`src/adc_port_pkg.sv`:
```
package adc_port_pkg;

	// Interface mode codes on the two select pins
	typedef enum logic [1:0]
	{
		MODE_PAR18  = 2'h0,
		MODE_PAR16  = 2'h1,
		MODE_BYTE   = 2'h2,
		MODE_SERIAL = 2'h3
	} iface_mode_t;

	// Serial engine states, one-hot
	typedef enum logic [2:0]
	{
		SER_IDLE  = 3'h1,
		SER_SHIFT = 3'h2,
		SER_DONE  = 3'h4
	} ser_state_t;

	localparam int RESULT_W      = 18;
	localparam int FIFO_DEPTH    = 32;
	localparam int SYNC_STAGES   = 2;
	localparam int DIV_BASE      = 1;
	localparam logic [RESULT_W-1:0] RESULT_RST = 18'h00000;
	localparam logic [4:0] BITCNT_RST = 5'h00;
	localparam logic [7:0] DIVCNT_RST = 8'h00;

	// Strap bundle sampled from the configuration pins
	typedef struct packed
	{
		logic [1:0] ifaceSel;
		logic       codeFormatSel;
		logic       clockSourceSel;
		logic       syncPolaritySel;
		logic       serialClkInvert;
		logic       readTimingSel;
		logic [1:0] serialClkDivider;
		logic [1:0] partSel;
	} strap_t;

	// Parallel pin group: level and output enable per data pin
	typedef struct packed
	{
		logic [RESULT_W-1:0] data;
		logic [RESULT_W-1:0] oe;
	} par_bus_t;

endpackage

```
`src/adc_output_port_config.sv`:
```
// Notes on behaviour
// - Select pins 00, 01, 10, 11 give 18-bit parallel, 16-bit parallel, byte parallel and serial ports.
// - Code format high gives straight binary, low gives two's complement by inverting the MSB.
// - The third data pin is always driven and carries result bit 3 except in serial mode.
// - The two lowest shared pins carry bits 1 and 2 in 18-bit parallel mode; in 16-bit and byte modes they select the portion.
// - Internal clock with read after conversion uses the divider inputs to slow the serial clock.
// - In every other serial configuration the divider inputs are ignored.
// - Clock source low makes the device generate and drive the serial clock as master.
// - Clock source high takes the serial clock from the host and shifts data on it.
// - Sync polarity low gives an active-high frame sync, high gives active low.
// - Clock invert flips the serial clock sense for internal and external clocks alike.
// - Outside serial mode the shared pins drive data bits 4 through 8.
// - External clock updates data on the rising edge, or the falling edge when inverted.
// - Internal clock shifts during conversion when read timing is high, after it when low.
module adc_output_port_config #(
	parameter int RESULT_W   = adc_port_pkg::RESULT_W,
	parameter int FIFO_DEPTH = adc_port_pkg::FIFO_DEPTH
) (
	input  wire logic                clk,
	input  wire logic                reset_n,
	input  wire adc_port_pkg::strap_t strapPins,
	input  wire logic [RESULT_W-1:0] convResult,
	input  wire logic                convValid,
	output logic                     convReady,
	input  wire logic                convBusy,
	output adc_port_pkg::par_bus_t   parBus,
	output logic                     serialResultOut,
	output logic                     serialClkOut,
	output logic                     serialClkOe,
	input  wire logic                serialClkIn,
	output logic                     frameSyncOut,
	output adc_port_pkg::iface_mode_t ifaceMode
);
	adc_port_pkg::strap_t strapMeta_r;
	adc_port_pkg::strap_t strap_r;
	logic                 sclkMeta_r;
	logic                 sclkSync_r;
	logic                 sclkPrev_r;

	logic [RESULT_W-1:0]  fifoData;
	logic                 fifoValid;
	logic                 fifoReady;

	adc_port_pkg::ser_state_t state_r;
	adc_port_pkg::ser_state_t state_nxt;
	logic [RESULT_W-1:0]  shift_r;
	logic [RESULT_W-1:0]  shift_nxt;
	logic [RESULT_W-1:0]  held_r;
	logic [RESULT_W-1:0]  held_nxt;
	logic [4:0]           bitCnt_r;
	logic [4:0]           bitCnt_nxt;
	logic [7:0]           divCnt_r;
	logic [7:0]           divCnt_nxt;
	logic                 intClk_r;
	logic                 intClk_nxt;
	logic                 serOut_r;
	logic                 serOut_nxt;
	logic                 sync_r;
	logic                 sync_nxt;
	adc_port_pkg::par_bus_t par_r;
	adc_port_pkg::par_bus_t par_nxt;

	logic                 serialMode;
	logic                 extClk;
	logic                 useDivider;
	logic [7:0]           divLimit;
	logic                 extEdge;
	logic                 tick;
	logic                 mayRead;

	// Format the result per the code format select
	function automatic logic [RESULT_W-1:0] fmt(input logic [RESULT_W-1:0] v, input logic straight);
		fmt = straight ? v : {~v[RESULT_W-1], v[RESULT_W-2:0]};
	endfunction

	// Two-flop synchronisers for straps and the external clock pin
	always_ff @(posedge clk or negedge reset_n)
	begin
		if (!reset_n)
		begin
			strapMeta_r <= '0;
			strap_r     <= '0;
			sclkMeta_r  <= 1'b0;
			sclkSync_r  <= 1'b0;
			sclkPrev_r  <= 1'b0;
		end
		else
		begin
			strapMeta_r <= strapPins;
			strap_r     <= strapMeta_r;
			sclkMeta_r  <= serialClkIn;
			sclkSync_r  <= sclkMeta_r;
			sclkPrev_r  <= sclkSync_r;
		end
	end

	result_fifo #(
		.WIDTH(RESULT_W),
		.DEPTH(FIFO_DEPTH)
	) u_fifo (
		.clk      (clk),
		.reset_n  (reset_n),
		.inData   (convResult),
		.inValid  (convValid),
		.inReady  (convReady),
		.outData  (fifoData),
		.outValid (fifoValid),
		.outReady (fifoReady)
	);

	// Mode decode and clocking selection
	always_comb
	begin
		ifaceMode  = adc_port_pkg::iface_mode_t'(strap_r.ifaceSel);
		serialMode = (ifaceMode == adc_port_pkg::MODE_SERIAL);
		extClk     = strap_r.clockSourceSel;
		useDivider = !extClk && !strap_r.readTimingSel;
		divLimit   = useDivider ? 8'((8'h01 << strap_r.serialClkDivider) - 8'h01) : 8'h00;
		// External shift edge, rising unless inverted; pin already inverted sense is undone here
		extEdge    = strap_r.serialClkInvert ? (sclkPrev_r && !sclkSync_r)
		                                     : (!sclkPrev_r && sclkSync_r);
		tick       = extClk ? extEdge : (intClk_r && divCnt_r == divLimit);
		mayRead    = extClk || strap_r.readTimingSel || !convBusy;
	end

	// Serial engine and parallel register next state
	always_comb
	begin
		state_nxt  = state_r;
		shift_nxt  = shift_r;
		held_nxt   = held_r;
		bitCnt_nxt = bitCnt_r;
		serOut_nxt = serOut_r;
		sync_nxt   = 1'b0;
		fifoReady  = 1'b0;
		divCnt_nxt = divCnt_r;
		intClk_nxt = intClk_r;
		par_nxt    = par_r;
		// Internal clock divider runs while shifting in master mode
		if (serialMode && !extClk && state_r == adc_port_pkg::SER_SHIFT)
		begin
			if (divCnt_r == divLimit)
			begin
				divCnt_nxt = adc_port_pkg::DIVCNT_RST;
				intClk_nxt = !intClk_r;
			end
			else
				divCnt_nxt = 8'(divCnt_r + 8'h01);
		end
		else
		begin
			divCnt_nxt = adc_port_pkg::DIVCNT_RST;
			intClk_nxt = 1'b0;
		end
		if (!serialMode)
		begin
			// Parallel: latest result is held and presented
			fifoReady  = 1'b1;
			state_nxt  = adc_port_pkg::SER_IDLE;
			if (fifoValid)
				held_nxt = fmt(fifoData, strap_r.codeFormatSel);
			par_nxt.data = '0;
			par_nxt.oe   = '0;
			par_nxt.data[RESULT_W-1:3] = held_r[RESULT_W-1:3];
			par_nxt.oe[RESULT_W-1:3]   = '1;
			case (ifaceMode)
				adc_port_pkg::MODE_PAR18:
				begin
					par_nxt.data[2:0] = held_r[2:0];
					par_nxt.oe[2:1]   = 2'h3;
				end
				default:
				begin
					// Pins 1 and 2 are portion select inputs here
					par_nxt.oe[2:1] = 2'h0;
					case (strap_r.partSel)
						2'h1:    par_nxt.data[RESULT_W-1:RESULT_W-8] = held_r[7:0];
						2'h2:    par_nxt.data[RESULT_W-1:RESULT_W-8] = {6'h00, held_r[RESULT_W-1:RESULT_W-2]};
						default: par_nxt.data[RESULT_W-1:RESULT_W-8] = held_r[RESULT_W-1:RESULT_W-8];
					endcase
				end
			endcase
			par_nxt.oe[0] = 1'b1;
		end
		else
		begin
			par_nxt.data = '0;
			par_nxt.oe   = '0;
			par_nxt.oe[3] = 1'b1;
			case (state_r)
				adc_port_pkg::SER_IDLE:
				begin
					if (fifoValid && mayRead)
					begin
						fifoReady  = 1'b1;
						shift_nxt  = fmt(fifoData, strap_r.codeFormatSel);
						serOut_nxt = shift_nxt[RESULT_W-1];
						bitCnt_nxt = 5'(RESULT_W - 1);
						sync_nxt   = 1'b1;
						state_nxt  = adc_port_pkg::SER_SHIFT;
					end
				end
				adc_port_pkg::SER_SHIFT:
				begin
					sync_nxt = 1'b1;
					if (tick)
					begin
						if (bitCnt_r == adc_port_pkg::BITCNT_RST)
							state_nxt = adc_port_pkg::SER_DONE;
						else
						begin
							shift_nxt  = {shift_r[RESULT_W-2:0], 1'b0};
							serOut_nxt = shift_r[RESULT_W-2];
							bitCnt_nxt = 5'(bitCnt_r - 5'h01);
						end
					end
				end
				adc_port_pkg::SER_DONE:
					state_nxt = adc_port_pkg::SER_IDLE;
				default:
					state_nxt = adc_port_pkg::SER_IDLE;
			endcase
		end
	end

	// Engine registers
	always_ff @(posedge clk or negedge reset_n)
	begin
		if (!reset_n)
		begin
			state_r  <= adc_port_pkg::SER_IDLE;
			shift_r  <= adc_port_pkg::RESULT_RST;
			held_r   <= adc_port_pkg::RESULT_RST;
			bitCnt_r <= adc_port_pkg::BITCNT_RST;
			divCnt_r <= adc_port_pkg::DIVCNT_RST;
			intClk_r <= 1'b0;
			serOut_r <= 1'b0;
			sync_r   <= 1'b0;
			par_r    <= '0;
		end
		else
		begin
			state_r  <= state_nxt;
			shift_r  <= shift_nxt;
			held_r   <= held_nxt;
			bitCnt_r <= bitCnt_nxt;
			divCnt_r <= divCnt_nxt;
			intClk_r <= intClk_nxt;
			serOut_r <= serOut_nxt;
			sync_r   <= sync_nxt;
			par_r    <= par_nxt;
		end
	end

	// Serial pins: clock inversion and sync polarity applied at the output
	always_comb
	begin
		parBus          = par_r;
		serialResultOut = serialMode ? serOut_r : 1'b0;
		serialClkOe     = serialMode && !extClk;
		serialClkOut    = intClk_r ^ strap_r.serialClkInvert;
		frameSyncOut    = serialMode ? (sync_r ^ strap_r.syncPolaritySel) : 1'b0;
	end
endmodule

```
`src/result_fifo.sv`:
```
module result_fifo #(
	parameter int WIDTH = 18,
	parameter int DEPTH = 32
) (
	input  wire logic             clk,
	input  wire logic             reset_n,
	input  wire logic [WIDTH-1:0] inData,
	input  wire logic             inValid,
	output logic                  inReady,
	output logic      [WIDTH-1:0] outData,
	output logic                  outValid,
	input  wire logic             outReady
);
	localparam int AW = $clog2(DEPTH);

	logic [WIDTH-1:0] mem [DEPTH];
	logic [AW-1:0]    wrPtr_r;
	logic [AW-1:0]    wrPtr_nxt;
	logic [AW-1:0]    rdPtr_r;
	logic [AW-1:0]    rdPtr_nxt;
	logic [AW:0]      count_r;
	logic [AW:0]      count_nxt;
	logic             doWr;
	logic             doRd;

	// Honest full and empty from the occupancy count
	always_comb
	begin
		inReady   = (count_r != (AW+1)'(DEPTH));
		outValid  = (count_r != '0);
		doWr      = inValid && inReady;
		doRd      = outValid && outReady;
		wrPtr_nxt = doWr ? AW'(wrPtr_r + 1'b1) : wrPtr_r;
		rdPtr_nxt = doRd ? AW'(rdPtr_r + 1'b1) : rdPtr_r;
		count_nxt = count_r;
		if (doWr && !doRd)
			count_nxt = (AW+1)'(count_r + 1'b1);
		else if (doRd && !doWr)
			count_nxt = (AW+1)'(count_r - 1'b1);
	end

	// Pointers and count
	always_ff @(posedge clk or negedge reset_n)
	begin
		if (!reset_n)
		begin
			wrPtr_r <= '0;
			rdPtr_r <= '0;
			count_r <= '0;
		end
		else
		begin
			wrPtr_r <= wrPtr_nxt;
			rdPtr_r <= rdPtr_nxt;
			count_r <= count_nxt;
		end
	end

	// Storage has no reset
	always_ff @(posedge clk)
	begin
		if (doWr)
			mem[wrPtr_r] <= inData;
	end

	assign outData = mem[rdPtr_r];
endmodule

```
`config.mk`:
```
export PLATFORM = sky130hd
export DESIGN_NAME = adc_output_port_config
export DESIGN_NICKNAME = d
export VERILOG_FILES = /design/src/adc_port_pkg.sv /design/src/adc_output_port_config.sv /design/src/result_fifo.sv
export SDC_FILE = /design/constraint.sdc
export NUM_CORES = 1
export LEC_CHECK = 0
export BUFFER_PORTS_ARGS = -buffer_cell sky130_fd_sc_hd__buf_2
export CAP_MARGIN = 20
export CORE_MARGIN = 2
export CORE_UTILIZATION = 56
export DETAILED_ROUTE_END_ITERATION = 8
export PLACE_DENSITY = 0.73
export REMOVE_ABC_BUFFERS = 1
export SLEW_MARGIN = 20
export SYNTH_ARGS = -nofsm -noshare
export SYNTH_HDL_FRONTEND = slang
export SYNTH_SLANG_ARGS = --single-unit
export TNS_END_PERCENT = 5
```
`constraint.sdc`:
```
create_clock -name clk -period 3 [get_ports clk]
set_input_delay 0.15 -clock clk [delete_from_list [all_inputs] [get_ports clk]]
set_output_delay 0.15 -clock clk [all_outputs]
set_load 0.05 [all_outputs]
```
Yosys cells after proc, flatten, opt, wreduce, memory -nomap -nowiden
Memory sizes are Yosys's and may differ from the RTL's.
Index checks and enable logic that the tools add are counted.
{"block": "classes", "n_addsub": 7, "n_eq_ne": 14, "shift": 1, "mux": 41, "bitwise": 4, "reduce_logical": 29}
{"cell": "17-bit 2-to-1 mux", "count": 3}
{"cell": "36-bit 2-to-1 mux", "count": 1}
{"cell": "17-bit case mux with 2 select lines", "count": 1}
{"cell": "8-bit 2-to-1 mux", "count": 4}
{"cell": "18-bit 2-to-1 mux", "count": 1}
{"cell": "8-bit case mux with 2 select lines", "count": 1}
{"cell": "1-bit 2-to-1 mux", "count": 15}
{"cell": "3-bit 2-to-1 mux", "count": 5}
{"cell": "5-bit 2-to-1 mux", "count": 3}
{"cell": "6-bit 2-to-1 mux", "count": 2}
{"cell": "1-bit logical AND", "count": 11}
{"cell": "5-bit by 1-bit adder with 5-bit output, second input constant", "count": 2}
{"cell": "5-bit case mux with 2 select lines", "count": 1}
{"cell": "8-bit by 1-bit adder with 8-bit output, second input constant", "count": 1}
{"cell": "8-bit == test", "count": 1}
{"cell": "1-bit zero test", "count": 8}
{"cell": "2-bit inequality test, second input constant", "count": 4}
{"cell": "1-bit by 2-bit left shift with 8-bit output, first input constant", "count": 1}
{"cell": "8-bit by 1-bit subtractor with 8-bit output, second input constant", "count": 1}
{"cell": "6-bit by 1-bit adder with 6-bit output, second input constant", "count": 1}
{"cell": "3-bit inequality test, second input constant", "count": 2}
{"cell": "6-bit inequality test, second input constant", "count": 1}
{"cell": "3-bit case mux with 2 select lines", "count": 1}
{"cell": "6-bit nonzero test", "count": 1}
{"cell": "18 further kinds", "count": 24}
{"block": "totals", "regBits": 131, "ramBits": 576, "in_bits": 34, "out_inout_bits": 43, "word_cells": 129, "memories": 1}
{"memory": "u_fifo.mem", "words": 32, "width": 18, "rd": 1, "rd_ports_with_merged_regs": 0, "wr": 1, "line": "result_fifo.sv:16", "rtl": "logic [WIDTH-1:0] mem [DEPTH];"}

Longest topological paths before layout
{"block": "logic_depth", "ltp_word": 10, "depth_mapped": 14, "mapped_depth_nobuf": 14}

By module
From an unflattened synthesis, not the netlist that was laid out.
{"block": "hier_totals", "cells_unflattened": 1445, "area_unflattened_um2": 27322.5}
{"mod": "result_fifo", "instances": 1, "cells_per_inst": 1081, "area_each_um2": 23069.6, "seq_area_each_um2": 17697.0}
{"mod": "adc_output_port_config", "instances": 1, "cells_per_inst": 364, "area_each_um2": 4252.8, "seq_area_each_um2": 2503.7}

Worst setup path before layout
OpenSTA, ideal clock, no wires.
{"block": "synth_path", "path_type": "reg2reg", "from": "register u_fifo.count_r[3]", "to": "register u_fifo.count_r[5]", "setup_time_ns": 0.080, "arrival_time_ns": 3.348, "t_required_ns": 2.920, "setup_slack_ns": -0.428, "stages_incl_launch_ff": 15, "path_buffers": 1, "synth_period_minus_slack_ns": 3.428, "path_cell_list": "dfrtp_1 or4_1 nor2_1 nand2_1 and2_1 clkbuf_1 ha_1 inv_1 ha_1 a21o_1 a21oi_1 o21bai_1 a21oi_1 mux2i_1 xnor2_1"}
{"block": "synth_between", "word_cells_on_any_way": 17, "classes_between": "add/sub (2); eq/ne (1); mux (5); reduce/logical (9)"}
{"element": "from (decl)", "line": "result_fifo.sv:21", "rtl": "logic [AW:0] count_r;"}
{"element": "from (signal assigned)", "line": "result_fifo.sv:55", "rtl": "count_r <= count_nxt;"}
{"element": "6-bit inequality test *", "line": "result_fifo.sv:29", "rtl": "inReady = (count_r != (AW+1)'(DEPTH));"}
{"element": "via convReady", "line": "adc_output_port_config.sv:24", "rtl": "output logic convReady,"}
{"element": "1-bit logical AND *", "line": "result_fifo.sv:31", "rtl": "doWr = inValid && inReady;"}
{"element": "via u_fifo.doWr", "line": "result_fifo.sv:23", "rtl": "logic doWr;"}
{"element": "1-bit zero test", "line": "result_fifo.sv:38", "rtl": "else if (doRd && !doWr)"}
{"element": "1-bit logical AND", "line": "result_fifo.sv:38"}
{"element": "2-bit nonzero test (no line)"}
The timed path passes the listed nets; every way through them passes the cells marked *. The select of a mux whose other input is x is not followed.
A chain may end at the register's enable or synchronous reset.

Final worst setup path
{"block": "layout_path", "from": "register u_fifo.count_r[3]", "to": "register u_fifo.count_r[5]"}
{"block": "layout_between", "elab_chain_cells": 9, "word_cells_on_any_way": 17, "classes_between": "add/sub (2); eq/ne (1); mux (5); reduce/logical (9)"}
{"element": "6-bit nonzero test", "line": "result_fifo.sv:30", "rtl": "outValid = (count_r != '0);"}
{"element": "1-bit logical AND", "line": "adc_output_port_config.sv:193", "rtl": "if (fifoValid && mayRead)"}
{"element": "1-bit 2-to-1 mux", "line": "adc_output_port_config.sv:193"}
{"element": "1-bit 2-to-1 mux", "line": "adc_output_port_config.sv:190", "rtl": "case (state_r)"}
{"element": "1-bit 2-to-1 mux", "line": "adc_output_port_config.sv:155", "rtl": "if (!serialMode)"}
{"element": "1-bit logical AND", "line": "result_fifo.sv:32", "rtl": "doRd = outValid && outReady;"}
{"element": "1-bit zero test", "line": "result_fifo.sv:36", "rtl": "if (doWr && !doRd)"}
{"element": "1-bit logical AND", "line": "result_fifo.sv:36"}
{"element": "6-bit 2-to-1 mux / 2-bit nonzero test (equally long branches)"}
Parallel ways exist; a longest one is shown, timed or not. The select of a mux whose other input is x is not followed.

==> flow_summary.toml <==
[power_and_ir_drop]
power_density_nw_per_um2 = 927.4
power_mw = 29.06
ir_drop_v = 0.0007227
cellLeakagePower_nw = 10.77

[die]
die_w_um = 223.5
die_y_um = 223.5
core_area_um2 = 47650
boundaryPins = 77
die_area_um2 = 49930
start_util = 0.5660
rows = 80

[clocking]
cts_setup_buffers = 0
clk_latency_ns = 0.61
htreeDepth = 3
path_clk_slew_ns = 0.06
cts_root_buf = "clkbuf_16"
numCtsBuffers = 70
clockBufferDepth = 3
cts_tree = "yes"
cts.sinks = 692

[routing]
wl_per_cell_um = 27.77
drc = 0
antenna_left = 0
dr.pass1.iters = 6
viasPerCell = 6.304
wirelength_um = 60640
drt-initial-drc-count = 1538
vias = 13770

[setup_path]
cp.required_ns = 3.52
path_class = "flip-flop to flip-flop"
end_kind = "flip-flop"
start_kind = "flip-flop"
cp.arrival_ns = 3.37
worstPathMaxFanout = 5
worstRegToRegCells = 13

[logic_synthesis]
avgSynthCellArea_um2 = 20.26
yosys.area.top_type = "edfxtp_1"
ys_types = 54
yosys.area.top_type_share = 0.6413
yosysWarnings = 0
ys_ff_latch = 692
synth-edff-count = 576
synthFlopType = "edfxtp_1"
syn_inst = 1331
synth_area_leaders = "edfxtp_1 (64%), mux4_2 (14%), dfrtp_1 (11%)"
synth_most_common_cell = "edfxtp_1"
syn_area_um2 = 26970
synth_common_cells = "edfxtp_1 (576), mux4_2 (170), dfrtp_1 (115)"
ys_seq_area_frac = 0.7490
async_flop_share = 0.1676

[sta]
max_freq_mhz = 350.5
worstMarginPinSlew_ns = 1.081
slew_violations = 0
tns_ns = 0
max-slew-margin-rel = 0.2787
fin_crit_sh = 0.9510
hold_violations = 0
grt_setup_unrepaired = "false"
finalCriticalPeriod_ns = 2.853
setup_viol = 0
fin_skew_ns = 0.02647

[run_status]
outcome = "finished, final reports clean"

[final_layout]
drive_above_1_share = 0.3238
finalInstanceArea_um2 = 31330
area_growth_pct = 16.16
antenna_cells = 0
nets = 1562
fill_cells = 3026
post-route-util = 0.6575

[run]
maxCapViolCount = 0

[placement]
place.gp.congestion = 0.8248
placed_area_um2 = 28970
io_buffers = 76
hpwl_um = 35560

[global_routing]
grtUsageTotal = 0.2487
overflow = 0
grt_max_degree = 69
grt_pass1_wl_um = 89040
antenna_found_initial = 3
grt_pass1_vias = 13800

[min_path]
hold_depth = 1
hp-class = "input pin to flip-flop"
-- stage by stage --
| stage | hold slack (ns) | setup slack (ns) | instances |
|---|---|---|---|
| 6_report | 0.02471 | 0.1471 | 2184 |
| 4_1_cts | 0.003931 | 0.04658 | 2183 |
| 5_1_grt | 0.03510 | 0.0002094 | 2184 |
| 3_5_place_dp | 0.2594 | 0.07290 | 2040 |
| 3_3_place_gp | 0.2608 | 0.09588 | 2039 |
| 2_1_floorplan | -0.1456 | -4.158 | 1253 |
-- cells in the final DEF (no fill, tap or decap), types with 15 or more instances in the layout --
master | synthesis | layout
dfrtp_1 | 115 | 113
ha_1 | 15 | 15
and2_1 | 15 | 15
nor2_4 | 0 | 19
buf_12 | 0 | 28
buf_4 | 18 | 68
clkbuf_16 | 0 | 74
nor2_1 | 76 | 44
xnor2_1 | 16 | 16
nand2_1 | 48 | 48
edfxtp_1 | 576 | 576
clkbuf_1 | 30 | 20
mux4_2 | 170 | 170
buf_2 | 15 | 75
a21oi_1 | 27 | 26
o21ai_0 | 34 | 33
mux2i_1 | 35 | 35
mux2_2 | 19 | 19
-- worst max-delay path: stages (launching register included) --
cell      delay, ns
dfrtp_1        0.38
or4_4          0.55
nor2_1         0.10
nand2_1        0.07
and2_1         0.19
ha_1           0.20
inv_1          0.08
buf_4          0.14
ha_1           0.26
a21oi_2        0.18
o21bai_1       0.08
a21oi_1        0.18
mux2i_1        0.24
xnor2_1        0.14
-- sequential cells by signal (all words and copies together) (netlist names), 2 cells and up --
signal and cells:
u_fifo.wrPtr_r 5, u_fifo.count_r 6, u_fifo.rdPtr_r 5, u_fifo.mem 576, ifaceMode 2, strap_r 8
shift_r 17, divCnt_r 8, strapMeta_r 11, parBus 21, bitCnt_r 5, held_r 18
state_r 3
-- report_power, final --
group          switching, mW  leakage (nW)  internal (mW)  total, mW
Clock                   3.57          1.07           4.75       8.32
Sequential             0.503          6.60           11.4       11.9
Combinational           4.63          3.10           4.17       8.80
-- timing repair --
item / in CTS / in global routing
hold buffers: 14 / 0
endpoints found under the hold margin: 81 / 0
resized for setup: 0 / 3
endpoints found under the setup margin: 0 / 2
-- path summary, 6_finish.rpt --
kind                              startpoint            endpoint  slack [ns]
setup / recovery           u_fifo.count_r[3]   u_fifo.count_r[5]        0.15
hold / removal                convResult[13]  u_fifo.mem[13][13]        0.02
setup reg to reg           u_fifo.count_r[3]   u_fifo.count_r[5]        0.15
hold reg to reg               strapMeta_r[6]          strap_r[6]        0.35
max in group asynchronous            reset_n          held_r[17]        1.98
min in group asynchronous            reset_n            intClk_r        0.23
-- layout make-up --
class	instances	area, µm²	area share
Clock inverter	30	197.7	0.006310
Sequential cell	692	20210	0.6450
Multi-Input combinational cell	548	6492	0.2072
Tap cell	615	769.5	0.02456
Inverter	13	48.80	0.001558
Timing Repair Buffer	187	1617	0.05160
Clock buffer	99	1996	0.06370
-- layer usage --
metal	GRT usage	vias to the layer above	share of wire
met5	0	-	0.00061
met4	0.09570	6	0.035
li1	-	5717	-
met1	0.3392	7230	0.39
met2	0.3930	666	0.49
met3	0.06229	148	0.086
-- logic make-up (layout without fill, tap and decap cells) --
logic type      Yosys count  in the layout  synth area share
compound gates           96             96           0.02287
fa+ha+maj                16             16          0.007701
simple gates            186            186           0.03173
mux                     224            224            0.1629
flops                   692            692            0.7490
buf+inv                  91            329           0.01754
other cells               1              1         0.0001390
xor+xnor                 25             25          0.008119
Note: power is estimated with default switching activity, not from simulation.
